==> src/rtl/daapls_pkg.sv <==
package daapls_pkg;

  // ==========================================================
  // Register numbers on the control port
  // ==========================================================
  localparam logic [5:0] DAAPLS_REG_PWR      = 6'h06;   // Power control
  localparam logic [5:0] DAAPLS_REG_STAT     = 6'h0C;   // Link status
  localparam logic [5:0] DAAPLS_REG_LINE_A   = 6'h10;   // Hook speed, ringer, threshold
  localparam logic [5:0] DAAPLS_REG_CAL      = 6'h11;   // ADC calibration control
  localparam logic [5:0] DAAPLS_REG_RCAL     = 6'h19;   // Resistor calibration control
  localparam logic [5:0] DAAPLS_REG_DCTERM   = 6'h1A;   // DC termination
  localparam logic [5:0] DAAPLS_REG_ACTERM   = 6'h1E;   // AC termination, level
  localparam logic [5:0] DAAPLS_REG_LINE_B   = 6'h1F;   // Second hook speed bit
  localparam logic [5:0] DAAPLS_REG_PCM      = 6'h21;   // PCM mode
  localparam logic [5:0] DAAPLS_REG_GCI      = 6'h2A;   // GCI mode

  // ==========================================================
  // Field positions
  // ==========================================================
  localparam int DAAPLS_BIT_SLEEP    = 3;   // system_sleep_req in power register
  localparam int DAAPLS_BIT_LSPD     = 4;   // line_side_powerdown in power register
  localparam int DAAPLS_BIT_FDT      = 6;   // frame_detect_flag in status register
  localparam int DAAPLS_BIT_RESISTOR_CAL_DISABLE    = 5;   // resistor_cal_disable
  localparam int DAAPLS_BIT_AUTO_ADC_CAL_DISABLE     = 4;   // auto_adc_cal_disable
  localparam int DAAPLS_BIT_MANUAL_CAL_TRIGGER     = 5;   // manual_cal_trigger
  localparam int DAAPLS_BIT_CALBUSY  = 7;   // Calibration busy, read only
  localparam int DAAPLS_BIT_PLLLOCK  = 7;   // PLL locked, read only in power register

  // ==========================================================
  // Reset values
  // ==========================================================
  localparam logic [7:0] DAAPLS_PWR_RESET  = 8'h10;   // Line side powered down, sleep clear
  localparam logic [7:0] DAAPLS_ZERO_RESET = 8'h00;

  // ==========================================================
  // Timing
  // ==========================================================
  localparam int DAAPLS_CLK_MHZ       = 100;
  localparam int DAAPLS_PLL_LOCK_US   = 1000;    // 1 ms
  localparam int DAAPLS_RCAL_US       = 17000;   // 17 ms
  localparam int DAAPLS_ADCCAL_US     = 256000;  // 256 ms
  localparam int DAAPLS_PLL_LOCK_CYC  = DAAPLS_PLL_LOCK_US * DAAPLS_CLK_MHZ;
  localparam int DAAPLS_RCAL_CYC      = DAAPLS_RCAL_US * DAAPLS_CLK_MHZ;
  localparam int DAAPLS_ADCCAL_CYC    = DAAPLS_ADCCAL_US * DAAPLS_CLK_MHZ;
  localparam int DAAPLS_PCLK_EDGES    = 4;       // Bit clock edges seen before lock

  // ==========================================================
  // Power modes
  // ==========================================================
  typedef enum logic [3:0] {
    DAAPLS_MODE_RESET  = 4'b0001,
    DAAPLS_MODE_NORMAL = 4'b0010,
    DAAPLS_MODE_SLEEP  = 4'b0100,
    DAAPLS_MODE_DEEP   = 4'b1000
  } daapls_mode_type;

endpackage

==> src/rtl/daapls_link_if.sv <==
`timescale 1ns/100ps
// Control port and clock pins between host and device
interface daapls_link_if;
  logic       reset_n;      // Device reset pin, active low
  logic       bit_clk;      // Bit clock from host
  logic       frame_sync;   // Frame sync from host
  logic [5:0] addr;         // Register number
  logic [7:0] wdata;        // Write data
  logic       wr;           // Write strobe
  logic       rd;           // Read strobe
  logic [7:0] rdata;        // Read data, cycle after rd

  modport host (
    output reset_n,
    output bit_clk,
    output frame_sync,
    output addr,
    output wdata,
    output wr,
    output rd,
    input  rdata
  );

  modport device (
    input  reset_n,
    input  bit_clk,
    input  frame_sync,
    input  addr,
    input  wdata,
    input  wr,
    input  rd,
    output rdata
  );
endinterface

==> src/rtl/daapls_device.sv <==
`timescale 1ns/100ps
module daapls_device
  import daapls_pkg::*;
#(
  parameter int PLL_LOCK_CYC = DAAPLS_PLL_LOCK_CYC,
  parameter int RCAL_CYC     = DAAPLS_RCAL_CYC,
  parameter int ADCCAL_CYC   = DAAPLS_ADCCAL_CYC
) (
  input  wire logic   clk_i,
  input  wire logic   reset_i,
  daapls_link_if.device link,
  input  wire logic   offhook_i,        // Hook state from line side
  input  wire logic   line_power_lost_i,// Line power collapse event
  input  wire logic   frame_seen_i,     // Line side answering frames
  input  wire logic   ring_i,           // Raw ring from line side
  output logic        link_enable_o,    // Link carries traffic
  output logic        ring_detect_out_o,// Ring detect output, active high
  output logic        cal_busy_o,       // Any calibration running
  output logic [3:0]  mode_o            // One-hot power mode
);

  // ==========================================================
  // Synchronisers for the pins
  // ==========================================================
  logic [1:0] rstn_sync_reg;   // Reset pin
  logic [1:0] pclk_sync_reg;   // Bit clock
  logic [1:0] fs_sync_reg;     // Frame sync
  logic [1:0] fdt_sync_reg;    // Frame seen
  logic [1:0] ring_sync_reg;   // Ring
  logic       pclk_last_reg;   // Previous synced bit clock
  logic       fs_last_reg;     // Previous synced frame sync

  // Two flip-flops on the reset, bit clock, frame sync, frame seen and ring inputs
  always_ff @(posedge clk_i) begin
    if (reset_i) begin
      rstn_sync_reg <= 2'h0;
      pclk_sync_reg <= 2'h0;
      fs_sync_reg   <= 2'h0;
      fdt_sync_reg  <= 2'h0;
      ring_sync_reg <= 2'h0;
      pclk_last_reg <= 1'b0;
      fs_last_reg   <= 1'b0;
    end else begin
      rstn_sync_reg <= {rstn_sync_reg[0], link.reset_n};
      pclk_sync_reg <= {pclk_sync_reg[0], link.bit_clk};
      fs_sync_reg   <= {fs_sync_reg[0], link.frame_sync};
      fdt_sync_reg  <= {fdt_sync_reg[0], frame_seen_i};
      ring_sync_reg <= {ring_sync_reg[0], ring_i};
      pclk_last_reg <= pclk_sync_reg[1];
      fs_last_reg   <= fs_sync_reg[1];
    end
  end

  logic dev_rst;   // Chip reset: system reset or pin held low
  logic pclk_rise; // Bit clock rising edge
  logic fs_rise;   // Frame sync rising edge
  assign dev_rst   = reset_i | ~rstn_sync_reg[1];
  assign pclk_rise = pclk_sync_reg[1] & ~pclk_last_reg;
  assign fs_rise   = fs_sync_reg[1] & ~fs_last_reg;

  // ==========================================================
  // Registers
  // ==========================================================
  logic [7:0] pwr_reg;     // Power control
  logic [7:0] line_a_reg;  // onhook_speed_sel, ringer_impedance_sel, ring_threshold_sel
  logic [7:0] cal_reg;     // auto_adc_cal_disable, manual_cal_trigger
  logic [7:0] rcal_reg;    // resistor_cal_disable
  logic [7:0] dcterm_reg;  // current_limit_en, dc_term_voltage_sel, min_loop_current_sel
  logic [7:0] acterm_reg;  // ac_impedance_sel, double_level_sel
  logic [7:0] line_b_reg;  // onhook_speed_sel_b
  logic [7:0] pcm_reg;     // PCM mode
  logic [7:0] gci_reg;     // GCI mode
  logic       pll_lock_reg;
  logic       frame_detect_flag;
  daapls_mode_type mode_reg;

  logic sleep_req;      // system_sleep_req
  logic lsp_down;       // line_side_powerdown
  assign sleep_req = pwr_reg[DAAPLS_BIT_SLEEP];
  assign lsp_down  = pwr_reg[DAAPLS_BIT_LSPD];

  logic wr_ok;          // Writes are refused in sleep and deep powerdown
  assign wr_ok = link.wr & (mode_reg != DAAPLS_MODE_SLEEP) & (mode_reg != DAAPLS_MODE_DEEP);

  // Register writes; every default keeps the line side down
  always_ff @(posedge clk_i) begin
    if (dev_rst) begin
      pwr_reg    <= DAAPLS_PWR_RESET;
      line_a_reg <= DAAPLS_ZERO_RESET;
      cal_reg    <= DAAPLS_ZERO_RESET;
      rcal_reg   <= DAAPLS_ZERO_RESET;
      dcterm_reg <= DAAPLS_ZERO_RESET;
      acterm_reg <= DAAPLS_ZERO_RESET;
      line_b_reg <= DAAPLS_ZERO_RESET;
      pcm_reg    <= DAAPLS_ZERO_RESET;
      gci_reg    <= DAAPLS_ZERO_RESET;
    end else if (wr_ok) begin
      case (link.addr)
        DAAPLS_REG_PWR:    pwr_reg    <= {3'h0, link.wdata[4:3], 3'h0};
        DAAPLS_REG_LINE_A: line_a_reg <= link.wdata;
        DAAPLS_REG_CAL:    cal_reg    <= {2'h0, link.wdata[5:4], 4'h0};
        DAAPLS_REG_RCAL:   rcal_reg   <= {2'h0, link.wdata[5], 5'h0};
        DAAPLS_REG_DCTERM: dcterm_reg <= link.wdata;
        DAAPLS_REG_ACTERM: acterm_reg <= link.wdata;
        DAAPLS_REG_LINE_B: line_b_reg <= link.wdata;
        DAAPLS_REG_PCM:    pcm_reg    <= link.wdata;
        DAAPLS_REG_GCI:    gci_reg    <= link.wdata;
        default: ;
      endcase
    end
  end

  // ==========================================================
  // PLL lock model: counts from first bit clock edge
  // ==========================================================
  logic [31:0] pll_cnt_reg;
  logic [2:0]  edge_cnt_reg;
  always_ff @(posedge clk_i) begin
    if (dev_rst) begin
      pll_cnt_reg  <= 32'h0000_0000;
      edge_cnt_reg <= 3'h0;
      pll_lock_reg <= 1'b0;
    end else if (!pll_lock_reg) begin
      // Lock timer runs from the first bit clock edge, so the bound holds from clock arrival
      if (pclk_rise && edge_cnt_reg != 3'(DAAPLS_PCLK_EDGES)) begin
        edge_cnt_reg <= edge_cnt_reg + 3'h1;
      end
      if (edge_cnt_reg != 3'h0) begin
        pll_cnt_reg <= pll_cnt_reg + 32'h0000_0001;
        if ((fs_rise && edge_cnt_reg == 3'(DAAPLS_PCLK_EDGES)) || pll_cnt_reg == 32'(PLL_LOCK_CYC - 1)) begin
          pll_lock_reg <= 1'b1;
        end
      end
    end
  end

  // ==========================================================
  // Power mode from the two bits
  // ==========================================================
  always_ff @(posedge clk_i) begin
    if (dev_rst) begin
      mode_reg <= DAAPLS_MODE_RESET;
    end else begin
      case (mode_reg)
        DAAPLS_MODE_DEEP:  mode_reg <= DAAPLS_MODE_DEEP;
        DAAPLS_MODE_SLEEP: mode_reg <= DAAPLS_MODE_SLEEP;
        default: begin
          if (sleep_req && lsp_down) begin
            mode_reg <= DAAPLS_MODE_DEEP;
          end else if (sleep_req) begin
            mode_reg <= DAAPLS_MODE_SLEEP;
          end else if (!lsp_down) begin
            mode_reg <= DAAPLS_MODE_NORMAL;
          end else begin
            mode_reg <= DAAPLS_MODE_RESET;
          end
        end
      endcase
    end
  end

  // Link runs only with line side powered and not in deep powerdown
  assign link_enable_o = ~lsp_down & (mode_reg != DAAPLS_MODE_DEEP)
                         & (mode_reg != DAAPLS_MODE_RESET);
  assign frame_detect_flag = link_enable_o & fdt_sync_reg[1];

  // Ring output only with valid frames; dead in deep powerdown
  always_ff @(posedge clk_i) begin
    if (dev_rst) begin
      ring_detect_out_o <= 1'b0;
    end else begin
      ring_detect_out_o <= ring_sync_reg[1] & frame_detect_flag;
    end
  end

  // ==========================================================
  // Calibration sequencer
  // ==========================================================
  typedef enum logic [2:0] {
    CAL_IDLE = 3'b001,
    CAL_RES  = 3'b010,
    CAL_ADC  = 3'b100
  } daapls_cal_type;
  daapls_cal_type cal_state_reg;
  logic [31:0] cal_cnt_reg;
  logic        hook_last_reg;
  logic        manual_cal_trigger_last_reg;
  logic        offhook_rise;
  logic        manual_cal_trigger_fall;
  logic        cal_run;
  assign offhook_rise = offhook_i & ~hook_last_reg;
  assign manual_cal_trigger_fall    = manual_cal_trigger_last_reg & ~cal_reg[DAAPLS_BIT_MANUAL_CAL_TRIGGER];
  assign cal_run      = mode_reg == DAAPLS_MODE_NORMAL;

  always_ff @(posedge clk_i) begin
    if (dev_rst) begin
      hook_last_reg <= 1'b0;
      manual_cal_trigger_last_reg <= 1'b0;
    end else begin
      hook_last_reg <= offhook_i;
      manual_cal_trigger_last_reg <= cal_reg[DAAPLS_BIT_MANUAL_CAL_TRIGGER];
    end
  end

  // Automatic resistor then ADC calibration, or manual ADC only
  always_ff @(posedge clk_i) begin
    if (dev_rst) begin
      cal_state_reg <= CAL_IDLE;
      cal_cnt_reg   <= 32'h0000_0000;
    end else begin
      case (cal_state_reg)
        CAL_IDLE: begin
          cal_cnt_reg <= 32'h0000_0000;
          if (cal_run && (offhook_rise || line_power_lost_i)) begin
            if (rcal_reg[DAAPLS_BIT_RESISTOR_CAL_DISABLE]) begin
              if (!cal_reg[DAAPLS_BIT_AUTO_ADC_CAL_DISABLE]) begin
                cal_state_reg <= CAL_ADC;
              end
            end else begin
              cal_state_reg <= CAL_RES;
            end
          end else if (cal_run && manual_cal_trigger_fall && cal_reg[DAAPLS_BIT_AUTO_ADC_CAL_DISABLE]) begin
            cal_state_reg <= CAL_ADC;
          end
        end
        CAL_RES: begin
          cal_cnt_reg <= cal_cnt_reg + 32'h0000_0001;
          if (cal_cnt_reg == 32'(RCAL_CYC - 1)) begin
            cal_cnt_reg   <= 32'h0000_0000;
            cal_state_reg <= cal_reg[DAAPLS_BIT_AUTO_ADC_CAL_DISABLE] ? CAL_IDLE : CAL_ADC;
          end
        end
        CAL_ADC: begin
          cal_cnt_reg <= cal_cnt_reg + 32'h0000_0001;
          if (cal_cnt_reg == 32'(ADCCAL_CYC - 1)) begin
            cal_state_reg <= CAL_IDLE;
          end
        end
        default: cal_state_reg <= CAL_IDLE;
      endcase
    end
  end
  assign cal_busy_o = cal_state_reg != CAL_IDLE;
  assign mode_o     = mode_reg;

  // ==========================================================
  // Read data, one cycle after the strobe
  // ==========================================================
  always_ff @(posedge clk_i) begin
    if (dev_rst) begin
      link.rdata <= 8'h00;
    end else if (link.rd) begin
      case (link.addr)
        DAAPLS_REG_PWR:    link.rdata <= {pll_lock_reg, pwr_reg[6:0]};
        DAAPLS_REG_STAT:   link.rdata <= {1'b0, frame_detect_flag, 6'h00};
        DAAPLS_REG_LINE_A: link.rdata <= line_a_reg;
        DAAPLS_REG_CAL:    link.rdata <= {cal_busy_o, cal_reg[6:0]};
        DAAPLS_REG_RCAL:   link.rdata <= rcal_reg;
        DAAPLS_REG_DCTERM: link.rdata <= dcterm_reg;
        DAAPLS_REG_ACTERM: link.rdata <= acterm_reg;
        DAAPLS_REG_LINE_B: link.rdata <= line_b_reg;
        DAAPLS_REG_PCM:    link.rdata <= pcm_reg;
        DAAPLS_REG_GCI:    link.rdata <= gci_reg;
        default:           link.rdata <= 8'h00;
      endcase
    end
  end

endmodule

==> src/flat_wrapper.sv <==
// flat-port wrapper written by rule: the top's interface ports become plain ports
module daapls_device_flat import daapls_pkg::*;
#(
  parameter int PLL_LOCK_CYC = DAAPLS_PLL_LOCK_CYC,
  parameter int RCAL_CYC     = DAAPLS_RCAL_CYC,
  parameter int ADCCAL_CYC   = DAAPLS_ADCCAL_CYC
)
  (clk_i, reset_i, offhook_i, line_power_lost_i, frame_seen_i, ring_i, link_enable_o, ring_detect_out_o, cal_busy_o, mode_o, link_reset_n, link_bit_clk, link_frame_sync, link_addr, link_wdata, link_wr, link_rd, link_rdata);
  daapls_link_if link_i ();
  input  wire logic clk_i;
  input  wire logic reset_i;
  input  wire logic offhook_i;
  input  wire logic line_power_lost_i;
  input  wire logic frame_seen_i;
  input  wire logic ring_i;
  output logic link_enable_o;
  output logic ring_detect_out_o;
  output logic cal_busy_o;
  output logic [3:0] mode_o;
  input wire logic [$bits(link_i.reset_n)-1:0] link_reset_n;
  input wire logic [$bits(link_i.bit_clk)-1:0] link_bit_clk;
  input wire logic [$bits(link_i.frame_sync)-1:0] link_frame_sync;
  input wire logic [$bits(link_i.addr)-1:0] link_addr;
  input wire logic [$bits(link_i.wdata)-1:0] link_wdata;
  input wire logic [$bits(link_i.wr)-1:0] link_wr;
  input wire logic [$bits(link_i.rd)-1:0] link_rd;
  output wire logic [$bits(link_i.rdata)-1:0] link_rdata;
  assign link_i.reset_n = link_reset_n;
  assign link_i.bit_clk = link_bit_clk;
  assign link_i.frame_sync = link_frame_sync;
  assign link_i.addr = link_addr;
  assign link_i.wdata = link_wdata;
  assign link_i.wr = link_wr;
  assign link_i.rd = link_rd;
  assign link_rdata = link_i.rdata;
  daapls_device #(.PLL_LOCK_CYC(PLL_LOCK_CYC), .RCAL_CYC(RCAL_CYC), .ADCCAL_CYC(ADCCAL_CYC)) u_core (.clk_i(clk_i), .reset_i(reset_i), .link(link_i), .offhook_i(offhook_i), .line_power_lost_i(line_power_lost_i), .frame_seen_i(frame_seen_i), .ring_i(ring_i), .link_enable_o(link_enable_o), .ring_detect_out_o(ring_detect_out_o), .cal_busy_o(cal_busy_o), .mode_o(mode_o));
endmodule
==> config.mk <==
export PLATFORM = sky130hd
export DESIGN_NAME = daapls_device_flat
export DESIGN_NICKNAME = d
export VERILOG_FILES = /design/src/rtl/daapls_pkg.sv /design/src/rtl/daapls_link_if.sv /design/src/rtl/daapls_device.sv /design/src/flat_wrapper.sv
export SDC_FILE = /design/constraint.sdc
export NUM_CORES = 1
export LEC_CHECK = 0
export BUFFER_PORTS_ARGS = -buffer_cell sky130_fd_sc_hd__buf_2
export CELL_PAD_IN_SITES_DETAIL_PLACEMENT = 1
export CELL_PAD_IN_SITES_GLOBAL_PLACEMENT = 2
export CORE_MARGIN = 3
export CORE_UTILIZATION = 35
export CTS_BUF_LIST = sky130_fd_sc_hd__clkbuf_2 sky130_fd_sc_hd__clkbuf_4 sky130_fd_sc_hd__clkbuf_8
export DETAILED_ROUTE_END_ITERATION = 8
export PLACE_DENSITY_LB_ADDON = 0.05
export SYNTH_ARGS = -nofsm -noshare
export SYNTH_HDL_FRONTEND = slang
export SYNTH_SLANG_ARGS = --single-unit
==> constraint.sdc <==
create_clock -name clk_i -period 2 [get_ports clk_i]
set_input_delay 0.1 -clock clk_i [delete_from_list [all_inputs] [get_ports clk_i]]
set_output_delay 0.1 -clock clk_i [all_outputs]
set_load 0.01 [all_outputs]
# Yosys cells after proc, flatten, opt, wreduce, memory -nomap -nowiden
# Cells that the tools add are included.
[op_classes] add_sub_neg=3 n_eq_ne=29 muxes=18 bitwise_logic=18 reduce_logical=22
[op_table] operator="32-bit case mux with 3 select lines" n=1
[op_table] operator="8-bit case mux with 10 select lines" n=1
[op_table] operator="32-bit by 1-bit adder with 32-bit output (second input constant)" n=2
[op_table] operator="6-bit by 5-bit == test with 1-bit output (second input constant)" n=6
[op_table] operator="32-bit by 17-bit == test with 1-bit output (second input constant)" n=1
[op_table] operator="32-bit by 21-bit == test with 1-bit output (second input constant)" n=1
[op_table] operator="32-bit by 25-bit == test with 1-bit output (second input constant)" n=1
[op_table] operator="32-bit 2-to-1 mux" n=1
[op_table] operator="2-bit AND reduction" n=11
[op_table] operator="3-bit 2-to-1 mux" n=7
[op_table] operator="6-bit == test (second input constant)" n=2
[op_table] operator="1-bit AND" n=10
[op_table] operator="3-bit case mux with 3 select lines" n=1
[op_table] operator="4-bit 2-to-1 mux" n=2
[op_table] operator="4-bit inequality test (second input constant)" n=2
[op_table] operator="4-bit case mux with 2 select lines" n=1
[op_table] operator="1-bit inverter" n=7
[op_table] operator="3-bit == test (second input constant)" n=2
[op_table] operator="6-bit by 3-bit == test with 1-bit output (second input constant)" n=1
[op_table] operator="6-bit by 4-bit == test with 1-bit output (second input constant)" n=1
[op_table] operator="1-bit logical AND" n=6
[op_table] operator="3-bit by 1-bit inequality test with 1-bit output (second input constant)" n=2
[op_table] operator="3-bit nonzero test" n=2
[op_table] operator="4-bit by 2-bit == test with 1-bit output (second input constant)" n=1
[op_table] operator="14 further kinds" n=18
[totals] reg_bits=151 in_bits=25 out_inout_bits=15

# Longest topological paths before layout
[logic_depth] ltp_word=7 depth_mapped=8

# Worst setup path before layout
# Ideal clock, no wire load.
[synth_timing] path_kind="reg2reg" from="register u_core.edge_cnt_reg[0]" to="register u_core.pll_cnt_reg[27]" setup_time_ns=0.128 arrival_ns=1.870 required_time_ns=1.872 setup_slack_ns=0.003 path_stages_with_launch=9 synth_period_minus_slack_ns=1.997 cell_sequence="dfxtp_1 inv_1 ha_1 nor2b_1 nor4_1 clkbuf_1 nand4_1 xor2_1 nor2_1"
[synth_via] elab_chain_len=2
[synth_rtl] item="start: declaration" line_no="daapls_device.sv:117" rtl="logic [2:0] edge_cnt_reg;"
[synth_rtl] item="start signal: assignment" line_no="daapls_device.sv:126" rtl="edge_cnt_reg <= edge_cnt_reg + 3'h1;"
[synth_rtl] item="3-bit nonzero test" line_no="daapls_device.sv:128" rtl="if (edge_cnt_reg != 3'h0) begin"
[synth_rtl] item="2-bit AND reduction (no line)"
[synth_rtl] item="end signal: assignment" line_no="daapls_device.sv:129" rtl="pll_cnt_reg <= pll_cnt_reg + 32'h0000_0001;"
[synth_rtl] item="end: declaration" line_no="daapls_device.sv:116" rtl="logic [31:0] pll_cnt_reg;"
# Every way passes these cells.
# A chain may end at the register's enable or synchronous reset.

# Worst setup path in the final report
[layout_timing] from="register u_core.cal_cnt_reg[1]" to="register u_core.cal_cnt_reg[16]"
[layout_via] elab_chain_len=3
[layout_rtl] item="start: declaration" line_no="daapls_device.sv:185" rtl="logic [31:0] cal_cnt_reg;"
[layout_rtl] item="start signal: assignment" line_no="daapls_device.sv:227" rtl="cal_cnt_reg <= cal_cnt_reg + 32'h0000_0001;"
[layout_rtl] item="start signal: assignment" line_no="daapls_device.sv:234" rtl="cal_cnt_reg <= cal_cnt_reg + 32'h0000_0001;"
[layout_rtl] item="32-bit by 1-bit adder with 32-bit output or 32-bit by 21-bit == test with 1-bit output (tied branches)" line_no="daapls_device.sv:227, daapls_device.sv:234, daapls_device.sv:228"
[layout_rtl] item="32-bit 2-to-1 mux" line_no="daapls_device.sv:228" rtl="if (cal_cnt_reg == 32'(RCAL_CYC - 1)) begin"
[layout_rtl] item="32-bit case mux with 3 select lines *" line_no="daapls_device.sv:211" rtl="case (cal_state_reg)"
# Mark *: on every way between the ends. The rest lies on a longest branch, timed or not.

==> metrics.yaml <==
outcome:
  outcome: "finished, violations left"
  violations: "setup timing"
power_and_ir_drop:
  peakVddDrop_uv: 366
  fin_total_pwr_mw: 5.64
  power_density_mw_per_mm2: 655
  power.leakage_nw: 2.91
layout:
  nets: 932
  stdcell_area_mm2: 0.00861
  regArea_mm2: 0.00304
  area_growth_pct: 26.8
  stdcell_count: 1176
  drive_gt1_frac: 0.229
  multi_input_area_mm2: 0.00383
  diodes: 0
  fill_cells: 2238
detailed_routing:
  drt_iter0_markers: 306
  wl_per_cell_um: 17.4
  drc: 0
  ant_nets: 0
  wirelength_mm: 20.5
  num_vias: 6257
  routed_via_density: 5.32
  dr.pass1.iters: 4
synthesis:
  synth_compound_area_frac: 0.109
  avgSynthCellArea_um2: 8.38
  yosys.area_share.simple: 0.309
  ys_types: 59
  synth.net_count: 840
  synth_area_mm2: 0.00679
  synthAdderAreaFrac: 0.00737
  synth_edf_count: 0
  synth-xor-area-share: 0.0851
  syn-instance-count: 811
  synthMuxAreaShare: 0.0105
  async_flop_share: 0
  synth_seq_cells: 151
  synth_top_family_by_area: "simple AND/OR/NAND/NOR gates"
  yosysWarnings: 0
  seq_area_frac_synth: 0.445
  synth-main-ff-cell: "dfxtp_1"
clock_tree:
  cts_tree: "done"
  cts.sinks: 151
  root_buffer: "clkbuf_8"
  clk_pin_slew_ps: 80
  clk_latency_ps: 440
  cts_buffers: 17
  clockBufferDepth: 2
  h-tree-depth: 4
global_route:
  antenna_found_initial: 0
  grtUsageTotal: 0.192
  grt_pass1_wl_mm: 33.3
  overflow: 0
  grt_max_degree: 56
  grt_pass1_vias: 6426
sta:
  max_slew.worst_pin.slew_ps: 548
  fin_skew_ps: 14.7
  rsz0062_at_grt: "true"
  hold_viol: 0
  maxSlewHeadroom: 0.625
  final.setup.worst_slack_ps: -72.9
  period_minus_slack_ps: 2070
  drv_slew: 0
  fin_crit_sh: 1.04
  setup-tns-final_ps: -1810
  setup_viol: 34
  fmax_ghz: 0.482
setup_path:
  critPathRequiredTime_ps: 2340
  path_max_fanout: 8
  start_kind: "flip-flop"
  crit_type: "flip-flop to flip-flop"
  endpoint_kind: "flip-flop"
  crit_chain: "ha_4 -> and2_4 -> nand4_1 -> or4_4 -> o211ai_4 -> buf_6 -> clkbuf_16 -> nor2_2"
  slowest_stage: "or4_4"
  crit_arrival_ps: 2410
  cp_slowest_stage_delay_ps: 580
placed_design:
  dp_cells: 1118
  numPortBuffers: 39
  dp_hpwl_mm: 13.8
  place_ws_ps: -57.7
  gp_congestion: 0.808
  place_area_mm2: 0.00760
floorplan:
  core_mm2: 0.0189
  die_area_mm2: 0.0211
  dieHeight_um: 145
  num_rows: 50
  initial_core_util: 0.360
  num_io_pins: 40
  fp.dieW_um: 145
run:
  drv_cap: 0
hold_path:
  hold_path_class: "input port to flip-flop"
## critical path, delay by kind of cell (launching register included)
| family | cells | cell delay (ps) |
|---|---|---|
| and+or+nand+nor | 4 | 920 |
| buffers and inverters | 2 | 330 |
| DFF | 1 | 370 |
| adders and majority gates | 1 | 130 |
| AOI/OAI and AO/OA | 1 | 230 |
## repair_timing
item                                    in CTS  in global routing
cloned                                       1                  2
endpoints found under the hold margin       53                  0
hold buffers                                18                  0
pin swaps                                    0                 29
buffers inserted                             2                  3
endpoints found under the setup margin      35                 63
gates resized for setup                     14                 68
## final timing paths
| check | startpoint | to | slack [ps] | cells past startpoint |
|---|---|---|---|---|
| worst max-delay path | u_core.cal_cnt_reg[1] | u_core.cal_cnt_reg[16] | -70 | 8 |
| worst min register to register | u_core.rstn_sync_reg[0] | u_core.rstn_sync_reg[1] | 440 | 1 |
| worst min-delay path | line_power_lost_i | u_core.cal_state_reg[1] | 130 | 4 |
| worst max register to register | u_core.cal_cnt_reg[1] | u_core.cal_cnt_reg[16] | -70 | 8 |
## area by class of cell
type | count | share of cell area
repair buffers | 123 | 0.114
inverters | 8 | 0.00349
multi-input cells | 602 | 0.445
clock inverters | 11 | 0.0144
flip-flops and latches | 151 | 0.353
well taps | 260 | 0.0378
clock buffers | 21 | 0.0321
## per-stage QoR
stage	utilization	hold slack (ps)
floorplan	-	172
global placement	0.402	308
detailed placement	0.402	318
CTS	0.439	90.7
global route	0.456	152
finish	0.456	130
## power breakdown
group / total (mW) / internal (mW) / leakage (nW) / switching (mW)
Sequential: 3.02 / 3.01 / 1.22 / 0.00522
Clock: 2.39 / 1.20 / 0.199 / 1.19
Combinational: 0.231 / 0.0922 / 1.48 / 0.139
Total: 5.64 / 4.31 / 2.91 / 1.33
## cells in the final DEF (no fill, tap or decap), types with 3 or more instances in the layout
cell / synthesis / routed
dfxtp_1: 151 / 140
nand2_1: 84 / 83
nand3_1: 81 / 81
a21oi_1: 63 / 61
nor2_1: 86 / 57
buf_4: 0 / 57
xor2_1: 50 / 50
buf_2: 10 / 39
nand4_1: 32 / 32
nor2b_1: 20 / 19
clkbuf_8: 0 / 19
and3_1: 18 / 18
dlygate4sd3_1: 0 / 18
xnor2_1: 16 / 16
nor2_4: 0 / 16
o21ai_0: 13 / 13
and2_1: 14 / 13
nor3_1: 15 / 13
nor2_2: 0 / 13
dfxtp_2: 0 / 10
inv_1: 8 / 8
a22oi_1: 7 / 7
mux2i_1: 6 / 6
nor4_1: 9 / 6
a22o_1: 6 / 6
and4_1: 5 / 5
nand2b_1: 6 / 5
or4_1: 6 / 5
or4b_2: 4 / 4
or3_1: 4 / 4
buf_12: 0 / 4
nor4_2: 1 / 3
nor4b_2: 0 / 3
nor4b_1: 6 / 3
nor3_2: 1 / 3
a31oi_1: 4 / 3
nand4b_1: 3 / 3
a41oi_1: 3 / 3
clkinv_2: 0 / 3
clkinvlp_4: 0 / 3
## cells in the mapped netlist (3+ instances only)
master,instances,share of area
and2_1,14,0.013
xnor2_1,16,0.021
a22o_1,6,0.0077
xor2_1,50,0.064
nand2_1,84,0.046
a21oi_1,63,0.046
clkbuf_1,39,0.022
nand3_1,81,0.060
or3_1,4,0.0037
and4_1,5,0.0064
nor4b_1,6,0.0077
nor3_1,15,0.011
inv_1,8,0.0044
nor2_1,86,0.048
nor2b_1,20,0.018
a22oi_1,7,0.0077
a31oi_1,4,0.0037
or4_1,6,0.0066
o21ai_0,13,0.0096
nand4b_1,3,0.0039
ha_1,4,0.0074
or4b_2,4,0.0059
nand2b_1,6,0.0055
nand4_1,32,0.029
buf_2,10,0.0074
and3_1,18,0.017
nor4_1,9,0.0083
a41oi_1,3,0.0039
mux2i_1,6,0.0088
dfxtp_1,151,0.44
## logic make-up after synthesis
group,count (synthesis)
compound gates,119
xor+xnor,66
fa+ha+maj,4
buf+inv,58
flops,151
mux,7
simple gates,406
## layer usage
layer,share of wire,vias to the layer above,track usage,routed length [um]
met1,0.48,3100,0.259,9780
met5,0,-,0,0
met3,0.025,16,0.0290,504
met4,0.010,0,0.0484,214
met2,0.49,90,0.325,10000
li1,-,3051,-,-
(Power assumes the default switching activity.)
